--- config.mk ---
export PLATFORM = sky130hd
export DESIGN_NAME = dia_top
export DESIGN_NICKNAME = d
export VERILOG_FILES = /design/src/rtl/dia_pkg.sv /design/src/rtl/dia_channel.sv /design/src/rtl/dia_top.sv
export VERILOG_INCLUDE_DIRS = /design/src /design/src/rtl
export SDC_FILE = /design/constraint.sdc
export NUM_CORES = 1
export LEC_CHECK = 0
export BUFFER_PORTS_ARGS = -buffer_cell sky130_fd_sc_hd__buf_2
export CORE_MARGIN = 2
export CORE_UTILIZATION = 51
export CTS_BUF_LIST = sky130_fd_sc_hd__clkbuf_16
export DETAILED_ROUTE_END_ITERATION = 10
export PLACE_DENSITY_LB_ADDON = 0.3
export SLEW_MARGIN = 20
export SYNTH_ARGS = -nofsm -noshare
export SYNTH_HDL_FRONTEND = slang
export SYNTH_SLANG_ARGS = --single-unit
--- constraint.sdc ---
create_clock -name clk_sys -period 3.3 [get_ports clk_sys]
set_input_delay 0.495 -clock clk_sys [delete_from_list [all_inputs] [get_ports clk_sys]]
set_output_delay 0.495 -clock clk_sys [all_outputs]
set_load 0.1 [all_outputs]
--- src/rtl/dia_cfg.svh ---
`ifndef DIA_CFG_SVH
`define DIA_CFG_SVH
`define DIA_OFS_CTRL   8'h00
`define DIA_OFS_THR0   8'h04
`define DIA_OFS_THR1   8'h08
`define DIA_OFS_CNT0   8'h0C
`define DIA_OFS_CNT1   8'h10
`define DIA_OFS_STAT   8'h14
`define DIA_OFS_IRQST  8'h18
`define DIA_OFS_IRQMSK 8'h1C
`define DIA_OFS_CLR    8'h20
`define DIA_CTRL_EN    0
`define DIA_CTRL_MODE  1
`define DIA_CTRL_INV   2
`define DIA_CTRL_STRIDE 4
`define DIA_RST_CTRL   8'h00
`define DIA_RST_THR    16'h0000
`define DIA_RST_MASK   4'h0
`endif

--- src/rtl/dia_pkg.sv ---
package dia_pkg;
  typedef enum logic {DIA_LEVEL, DIA_COUNT} dia_mode_t;
endpackage : dia_pkg

--- src/rtl/dia_channel.sv ---
`timescale 1ns/100ps
`default_nettype none
`include "dia_cfg.svh"
module dia_channel
  import dia_pkg::*;
#(
  parameter int CW = 32
) (
  input  wire logic          clk_sys,
  input  wire logic          resetn,
  input  wire logic          senseIn,
  input  wire logic          enable,
  input  wire dia_mode_t     mode,
  input  wire logic          invert,
  input  wire logic [15:0]   threshold,
  input  wire logic          clearCount,
  input  wire logic          rearm,
  output logic               alarm,
  output logic [CW-1:0]      count,
  output logic               eventPulse,
  output logic               thrPulse
);
  logic          sync1;
  logic          sync2;
  logic          lastLevel;
  logic          fired;
  logic          next_lastLevel;
  logic          next_fired;
  logic          next_alarm;
  logic [CW-1:0] next_count;
  logic          effLevel;
  logic          rise;

  always_comb begin
    effLevel       = sync2 ^ invert;
    rise           = effLevel & ~lastLevel;
    next_lastLevel = effLevel;
    next_fired     = fired;
    next_alarm     = alarm;
    next_count     = count;
    eventPulse     = 1'b0;
    thrPulse       = 1'b0;
    if (clearCount) begin
      next_count = '0;
    end
    if (clearCount || rearm) begin
      next_fired = 1'b0;
    end
    if (!enable) begin
      next_alarm = alarm;
    end else if (mode == DIA_LEVEL) begin
      next_alarm = effLevel;
    end else if (rise && !clearCount) begin
      next_count = count + 1'b1;
      eventPulse = 1'b1;
      if (threshold != 16'h0000 && !fired && !rearm &&
          next_count == CW'(threshold)) begin
        next_alarm = 1'b1;
        next_fired = 1'b1;
        thrPulse   = 1'b1;
      end
    end
  end

  always_ff @(posedge clk_sys or negedge resetn) begin
    if (!resetn) begin
      sync1     <= 1'b0;
      sync2     <= 1'b0;
      lastLevel <= 1'b0;
      fired     <= 1'b0;
      alarm     <= 1'b0;
      count     <= '0;
    end else begin
      sync1     <= senseIn;
      sync2     <= sync1;
      lastLevel <= next_lastLevel;
      fired     <= next_fired;
      alarm     <= next_alarm;
      count     <= next_count;
    end
  end
endmodule : dia_channel
`default_nettype wire

--- src/rtl/dia_top.sv ---
`timescale 1ns/100ps
`default_nettype none
`include "dia_cfg.svh"
module dia_top
  import dia_pkg::*;
#(
  parameter int NCH = 2,
  parameter int CW  = 32
) (
  input  wire logic        clk_sys,
  input  wire logic        resetn,
  input  wire logic [1:0]  sense_input,
  input  wire logic        wb_cyc_i,
  input  wire logic        wb_stb_i,
  input  wire logic        wb_we_i,
  input  wire logic [7:0]  wb_adr_i,
  input  wire logic [3:0]  wb_sel_i,
  input  wire logic [31:0] wb_dat_i,
  output logic [31:0]      wb_dat_o,
  output logic             wb_ack_o,
  output logic [1:0]       alarmOut,
  output logic             irq
);
  logic [7:0]          ctrl;
  logic [1:0][15:0]    thr;
  logic [3:0]          irqStat;
  logic [3:0]          irqMask;
  logic [7:0]          next_ctrl;
  logic [1:0][15:0]    next_thr;
  logic [3:0]          next_irqStat;
  logic [3:0]          next_irqMask;
  logic [31:0]         next_dat;
  logic                next_ack;
  logic [1:0]          next_alarmOut;
  logic                next_irq;
  logic [1:0]          clrCmd;
  logic [1:0]          rearmCmd;
  logic [1:0]          chAlarm;
  logic [1:0][CW-1:0]  chCount;
  logic [1:0]          evPulse;
  logic [1:0]          thPulse;
  logic                wrStb;
  logic                rdStb;
  logic [31:0]         wmask;

  assign wrStb = wb_cyc_i & wb_stb_i & wb_we_i & ~wb_ack_o;
  assign rdStb = wb_cyc_i & wb_stb_i & ~wb_we_i & ~wb_ack_o;
  assign wmask = {{8{wb_sel_i[3]}}, {8{wb_sel_i[2]}}, {8{wb_sel_i[1]}}, {8{wb_sel_i[0]}}};

  genvar g;
  generate
    for (g = 0; g < 2; g++) begin : g_ch
      dia_channel #(.CW(CW)) u_ch (
        .clk_sys    (clk_sys),
        .resetn     (resetn),
        .senseIn    (sense_input[g]),
        .enable     (ctrl[g*`DIA_CTRL_STRIDE + `DIA_CTRL_EN]),
        .mode       (dia_mode_t'(ctrl[g*`DIA_CTRL_STRIDE + `DIA_CTRL_MODE])),
        .invert     (ctrl[g*`DIA_CTRL_STRIDE + `DIA_CTRL_INV]),
        .threshold  (thr[g]),
        .clearCount (clrCmd[g]),
        .rearm      (rearmCmd[g]),
        .alarm      (chAlarm[g]),
        .count      (chCount[g]),
        .eventPulse (evPulse[g]),
        .thrPulse   (thPulse[g])
      );
    end
  endgenerate

  always_comb begin
    next_ctrl    = ctrl;
    next_thr     = thr;
    next_irqMask = irqMask;
    next_irqStat = irqStat;
    clrCmd       = 2'b00;
    rearmCmd     = 2'b00;
    next_ack     = wb_cyc_i & wb_stb_i & ~wb_ack_o;
    next_dat     = 32'h0000_0000;
    if (wrStb) begin
      case (wb_adr_i)
        `DIA_OFS_CTRL: begin
          next_ctrl = (ctrl & ~wmask[7:0]) | (wb_dat_i[7:0] & wmask[7:0]);
          rearmCmd[0] = next_ctrl[`DIA_CTRL_MODE] != ctrl[`DIA_CTRL_MODE];
          rearmCmd[1] = next_ctrl[`DIA_CTRL_STRIDE + `DIA_CTRL_MODE] !=
                        ctrl[`DIA_CTRL_STRIDE + `DIA_CTRL_MODE];
        end
        `DIA_OFS_THR0: begin
          next_thr[0] = (thr[0] & ~wmask[15:0]) | (wb_dat_i[15:0] & wmask[15:0]);
          rearmCmd[0] = 1'b1;
        end
        `DIA_OFS_THR1: begin
          next_thr[1] = (thr[1] & ~wmask[15:0]) | (wb_dat_i[15:0] & wmask[15:0]);
          rearmCmd[1] = 1'b1;
        end
        `DIA_OFS_IRQMSK: next_irqMask = (irqMask & ~wmask[3:0]) | (wb_dat_i[3:0] & wmask[3:0]);
        `DIA_OFS_CLR:    clrCmd = wb_dat_i[1:0] & wmask[1:0];
        default: begin
        end
      endcase
    end
    if (wrStb && wb_adr_i == `DIA_OFS_IRQST) begin
      next_irqStat = irqStat & ~(wb_dat_i[3:0] & wmask[3:0]);
    end
    next_irqStat = next_irqStat | {thPulse, evPulse};
    if (rdStb) begin
      case (wb_adr_i)
        `DIA_OFS_CTRL:   next_dat = {24'h000000, ctrl};
        `DIA_OFS_THR0:   next_dat = {16'h0000, thr[0]};
        `DIA_OFS_THR1:   next_dat = {16'h0000, thr[1]};
        `DIA_OFS_CNT0:   next_dat = 32'(chCount[0]);
        `DIA_OFS_CNT1:   next_dat = 32'(chCount[1]);
        `DIA_OFS_STAT:   next_dat = {30'h0, chAlarm};
        `DIA_OFS_IRQST:  next_dat = {28'h0000000, irqStat};
        `DIA_OFS_IRQMSK: next_dat = {28'h0000000, irqMask};
        default:         next_dat = 32'h0000_0000;
      endcase
    end
    next_alarmOut = chAlarm;
    next_irq      = |(next_irqStat & next_irqMask);
  end

  always_ff @(posedge clk_sys or negedge resetn) begin
    if (!resetn) begin
      ctrl     <= `DIA_RST_CTRL;
      thr      <= {`DIA_RST_THR, `DIA_RST_THR};
      irqStat  <= 4'h0;
      irqMask  <= `DIA_RST_MASK;
      wb_dat_o <= 32'h0000_0000;
      wb_ack_o <= 1'b0;
      alarmOut <= 2'b00;
      irq      <= 1'b0;
    end else begin
      ctrl     <= next_ctrl;
      thr      <= next_thr;
      irqStat  <= next_irqStat;
      irqMask  <= next_irqMask;
      wb_dat_o <= next_dat;
      wb_ack_o <= next_ack;
      alarmOut <= next_alarmOut;
      irq      <= next_irq;
    end
  end
endmodule : dia_top
`default_nettype wire

# [After elaboration in Yosys (flattened, before gate mapping)]
# Cells that the tools add are included.
# Widths: inputs -> output; s select.
[totals] regBits=158 word_cells=146 out_inout_bits=36 input_bits=51
[op_classes] eq_ne=16 n_bitwise=33 n_mux=48 addsub=2 n_reduce_logical=26
[op_table] cell="$mux 32" n=9
[op_table] cell="$pmux 32 s8" n=1
[op_table] cell="$add 32x1->32 const B" n=2
[op_table] cell="$eq 32x16->1" n=2
[op_table] cell="$and 16x16->16" n=3
[op_table] cell="$eq 8x5->1 const B" n=4
[op_table] cell="$or 16x16->16" n=2
[op_table] cell="$reduce_bool 16->1" n=2
[op_table] cell="$mux 1" n=30
[op_table] cell="$and 4x4->4" n=4
[op_table] cell="$and 8x8->8" n=2
[op_table] cell="$eq 8x4->1 const B" n=2
[op_table] cell="$not 16->16" n=1
[op_table] cell="$mux 4" n=3
[op_table] cell="$logic_and 1x1->1" n=9
[op_table] cell="$and 1x1->1" n=8
[op_table] cell="$eq 8x3->1 const B" n=1
[op_table] cell="$eq 8x6->1 const B" n=1
[op_table] cell="$logic_not 8->1" n=1
[op_table] cell="$ne 2x1->1 const B" n=4
[op_table] cell="$not 4->4" n=2
[op_table] cell="$not 8->8" n=1
[op_table] cell="$or 4x4->4" n=2
[op_table] cell="$or 8x8->8" n=1
[op_table] cell="other kinds (11)" n=28

# [Logic depth before layout (Yosys ltp)]
[depth] depth_word=16 mapped_depth=11 depth_no_buf=9

# [Modules after synthesis]
# A second synthesis with hierarchy kept.
[hier_totals] cells_unflattened=930 hier_area_um2=8871.0
[modules_own_cells] module="dia_channel" cells_each=314 n_inst=2 area_per_inst_um2=2567.5 seq_area_each_um2=925.9
[modules_own_cells] module="dia_top" cells_each=302 n_inst=1 area_per_inst_um2=3736.1 seq_area_each_um2=2102.0

# [Least setup slack after synthesis]
# OpenSTA, ideal clock, no wires.
[synth_path] path_type="reg2reg" from="register wb_ack_o" to="register irq" path_slack_ps=508 synth_period_minus_slack_ps=2792 n_path_buf=1 setup_time_ps=131 stages_incl_launch_ff=9 t_required_ps=3169 arrival_ps=2661 cell_sequence="dfrtp_1 and4b_1 clkbuf_1 nand2_1 nor3_1 mux2_2 a22oi_1 o221a_2 o211ai_1"
[synth_via] word_cells_on_any_way=34 cone_classes="mux (18); bitwise (4); reduce/logical (12)"
[synth_rtl] element="start: declaration" line_no="dia_top.sv:20" source="output logic wb_ack_o,"
[synth_rtl] element="start signal: assignment" line_no="dia_top.sv:139" source="wb_ack_o <= next_ack;"
[synth_rtl] element="$not 1->1" line_no="dia_top.sv:46" source="assign wrStb = wb_cyc_i & wb_stb_i & wb_we_i & ~wb_ack_o;"
[synth_rtl] element="$and 1x1->1" line_no="dia_top.sv:46"
[synth_rtl] element="$mux 4" line_no="dia_top.sv:80" source="if (wrStb) begin"
[synth_rtl] element="net next_irqMask[1]" line_no="dia_top.sv:31" source="logic [3:0] next_irqMask;"
[synth_rtl] element="$and 4x4->4" line_no="dia_top.sv:120" source="next_irq = |(next_irqStat & next_irqMask);"
[synth_rtl] element="$reduce_or 4->1" line_no="dia_top.sv:120"
[synth_rtl] element="net next_irq" line_no="dia_top.sv:35" source="logic next_irq;"
[synth_rtl] element="end signal: assignment" line_no="dia_top.sv:141" source="irq <= next_irq;"
[synth_rtl] element="end: declaration" line_no="dia_top.sv:22" source="output logic irq"
# The timed path passes the listed nets, and every way through them passes these cells.
# A chain may end at the register's enable or synchronous reset.

# [Worst setup path in the final report]
[layout_path] from="register g_ch[0].u_ch.count[0]" to="register g_ch[0].u_ch.alarm"
[layout_via] elab_chain_cells=5
[layout_rtl] element="start: declaration" line_no="dia_channel.sv:19" source="output logic [CW-1:0] count,"
[layout_rtl] element="start signal: assignment" line_no="dia_channel.sv:79" source="count <= next_count;"
[layout_rtl] element="$add 32x1->32" line_no="dia_channel.sv:54" source="next_count = count + 1'b1;"
[layout_rtl] element="$eq 32x16->1" line_no="dia_channel.sv:57" source="next_count == CW'(threshold)) begin"
[layout_rtl] element="$logic_and 1x1->1" line_no="dia_channel.sv:56" source="if (threshold != 16'h0000 && !fired && !rearm &&"
[layout_rtl] element="$ne 2x1->1 (no source line)"
[layout_rtl] element="$reduce_and 3->1 (no source line)"
[layout_rtl] element="end signal: assignment" line_no="dia_channel.sv:78" source="alarm <= next_alarm;"
[layout_rtl] element="end: declaration" line_no="dia_channel.sv:18" source="output logic alarm,"
# No other way between the ends.

==> flow_metrics.tcl <==
set metrics [dict create \
    status "complete, no violations" \
    cts_hold_buffers 0 \
    period_share 0.914 \
    rows 49 \
    synth_simple_gate_area_frac 0.232 \
    synth_warnings 0 \
    stdcell_count 1312 \
    finClkSkew_ns 0.00854 \
    syn_nets 1047 \
    nNetsFinal 1123 \
    postSynthCellCount 994 \
    grt_usage 0.278 \
    yosys.area_share.adder 0.00273 \
    combPwrFrac 0.085 \
    die_w_um 138 \
    gp_congestion 0.960 \
    internal-power_uw 3070 \
    p_seq_frac 0.471 \
    seq_area_frac_synth 0.431 \
    insertion_delay_ns 0.44 \
    synth_ff_type "dfrtp_1" \
    holdCritPathClass "in -> async" \
    htreeDepth 4 \
    die_area_um2 19100 \
    synthDistinctLibCells 71 \
    cts_buffer_depth 2 \
    grt_max_degree 79 \
    postCtsSetupBuffers 0 \
    cts_made_buffers 17 \
    cp.required_ns 3.66 \
    die_h_um 138 \
    grt_antenna_before_repair 0 \
    synthXorXnorAreaFrac 0.102 \
    io_buffers 68 \
    crit_type "reg -> reg" \
    start_util 0.516 \
    finalWirelength_um 26300 \
    grt_pass1_wl_um 41900 \
    ys_seq_elements 158 \
    avgSynthCellArea_um2 9.22 \
    synth_area_um2 9170 \
    finalSetupTns_ns 0 \
    drc 0 \
    slew_violations 0 \
    drtIter0Drc 826 \
    fmax_mhz 332 \
    antenna_cells 0 \
    grt_pass1_vias 7605 \
    cp-start-kind "flip-flop" \
    first_pass_iters 6 \
    place_inst 1280 \
    synthMuxAreaShare 0.0640 \
    drive_gt1_frac 0.197 \
    area_growth_pct 14.3 \
    min_period_ns 3.02 \
    grt_remaining_overflow 0 \
    synth_compound_area_frac 0.119 \
    synth_top_family_by_area "simple AND/OR/NAND/NOR gates" \
    async_reset_ff_frac 1.00 \
    cp-end-kind "flip-flop" \
    swShare 0.268 \
    p_per_area_nw_per_um2 400 \
    cp.arrival_ns 3.37 \
    clkTransAtPathRegs_ns 0.07 \
    clockRootBuffer "clkbuf_16" \
    layout_common_cells "158 x dfrtp_1, 130 x nor2_1, 73 x nand2_1" \
    cts_tree "yes" \
    power_leakage_uw 0.00462 \
    rrSetupSlack_ns 0.28 \
    finalPower_uw 4190 \
    max-slew-margin-rel 0.468 \
    clock_power_share 0.445 \
    synth_edf_count 0 \
    rsz0062_at_grt "false" \
    ir_worst_vdd_v 0.000397 \
    pin_count 87 \
    ctsResizeCount 0 \
    setup_viol 0 \
    p_sw_uw 1120 \
    hold_viol 0 \
    vias_per_cell 6.15 \
    core-area_um2 17800 \
    max_slew.worst_pin.slew_ns 0.798 \
    vias 8072 \
    dp_hpwl_um 19000 \
    wl_per_cell_um 20.1 \
    drtAntennaViolNets 0 \
    final_common_cell "dfrtp_1" \
    cp_max_fo 7 \
    drv_cap 0 \
    cts_sinks 158 \
]
==> path summary, 6_finish.rpt <==
| path | start | depth (start not counted) | end |
|---|---|---|---|
| min | resetn | 1 | g_ch[0].u_ch.sync1$_DFF_PN0_ |
| min in group clk_sys | sense_input[1] | 1 | g_ch[1].u_ch.sync1$_DFF_PN0_ |
| max reg2reg | g_ch[0].u_ch.count[0]$_DFF_PN0_ | 8 | g_ch[0].u_ch.alarm$_DFFE_PN0P_ |
| max | g_ch[0].u_ch.count[0]$_DFF_PN0_ | 8 | g_ch[0].u_ch.alarm$_DFFE_PN0P_ |
| max in group asynchronous | resetn | 2 | wb_dat_o[23]$_DFF_PN0_ |
| min reg2reg | g_ch[0].u_ch.sync1$_DFF_PN0_ | 0 | g_ch[0].u_ch.sync2$_DFF_PN0_ |
==> synthesized netlist by cell type, types with 9 or more instances <==
| library cell | n | area share |
|---|---|---|
| dfrtp_1 | 158 | 0.43 |
| nor2_1 | 131 | 0.054 |
| nand2_1 | 73 | 0.030 |
| xnor2_1 | 64 | 0.061 |
| clkbuf_1 | 52 | 0.021 |
| nand3_1 | 48 | 0.026 |
| xor2_1 | 43 | 0.041 |
| mux2_2 | 37 | 0.045 |
| a21oi_1 | 36 | 0.020 |
| o21ai_0 | 34 | 0.019 |
| nand4_1 | 28 | 0.019 |
| nor3_1 | 27 | 0.015 |
| nor4_1 | 27 | 0.018 |
| inv_1 | 22 | 0.0090 |
| a22oi_1 | 20 | 0.016 |
| mux2i_1 | 17 | 0.019 |
| or3_1 | 14 | 0.0096 |
| and3_1 | 13 | 0.0089 |
| and4_1 | 9 | 0.0086 |
==> per-stage QoR <==
step	setup slack (ns)	util	instance area (um2)	hold WS, ns
after global routing	0.0612	0.590	10500	0.142
final	0.285	0.590	10500	0.0908
after global placement	0.420	0.558	9930	0.334
after detailed placement	0.422	0.558	9930	0.335
after floorplan	0.508	-	9170	0.199
after CTS	0.369	0.590	10500	0.130
==> critical path, stage by stage (launching register included) <==
cell	delay, ns
dfrtp_1	0.54
nand2_1	0.21
or4_1	0.67
or4_1	0.51
a21oi_1	0.19
o22ai_1	0.11
and4b_1	0.38
a311oi_1	0.12
nor3_1	0.19
==> cell type report <==
class / count / area [um2]
clock inverters: 15 / 128
clock buffers: 17 / 425
multi-input cells: 739 / 4770
inverters: 22 / 82.6
repair buffers: 132 / 840
well taps: 229 / 287
fillers: 1592 / 7300
flip-flops and latches: 158 / 3950
==> power groups by stage <==
stage                     sequential [uW]  combinational (uW)  clock [uW]
after detailed placement             2010                 347           0
final                                1970                 355        1860
after global routing                 1970                 388        1960
after CTS                            1970                 351        1880
after floorplan                      2010                 197           0
after global placement               2010                 346           0
==> logic make-up (layout without fill, tap and decap cells) <==
group / after synthesis / after routing
adders and majority gates: 2 / 2
buffers and inverters: 97 / 186
xor gates and xnor gates: 107 / 107
DFF: 158 / 158
AOI/OAI and AO/OA: 159 / 159
muxes: 54 / 54
and+or+nand+nor: 417 / 417
==> routing by layer <==
metal / track usage / part of all wire / up-vias
met3: 0.0443 / 0.072 / 62
li1: - / - / 3723
met1: 0.385 / 0.43 / 3929
met4: 0.0983 / 0.027 / 0
met5: 0 / 0 / -
met2: 0.447 / 0.47 / 358
No activity file was read; power rests on OpenSTA's default activity.
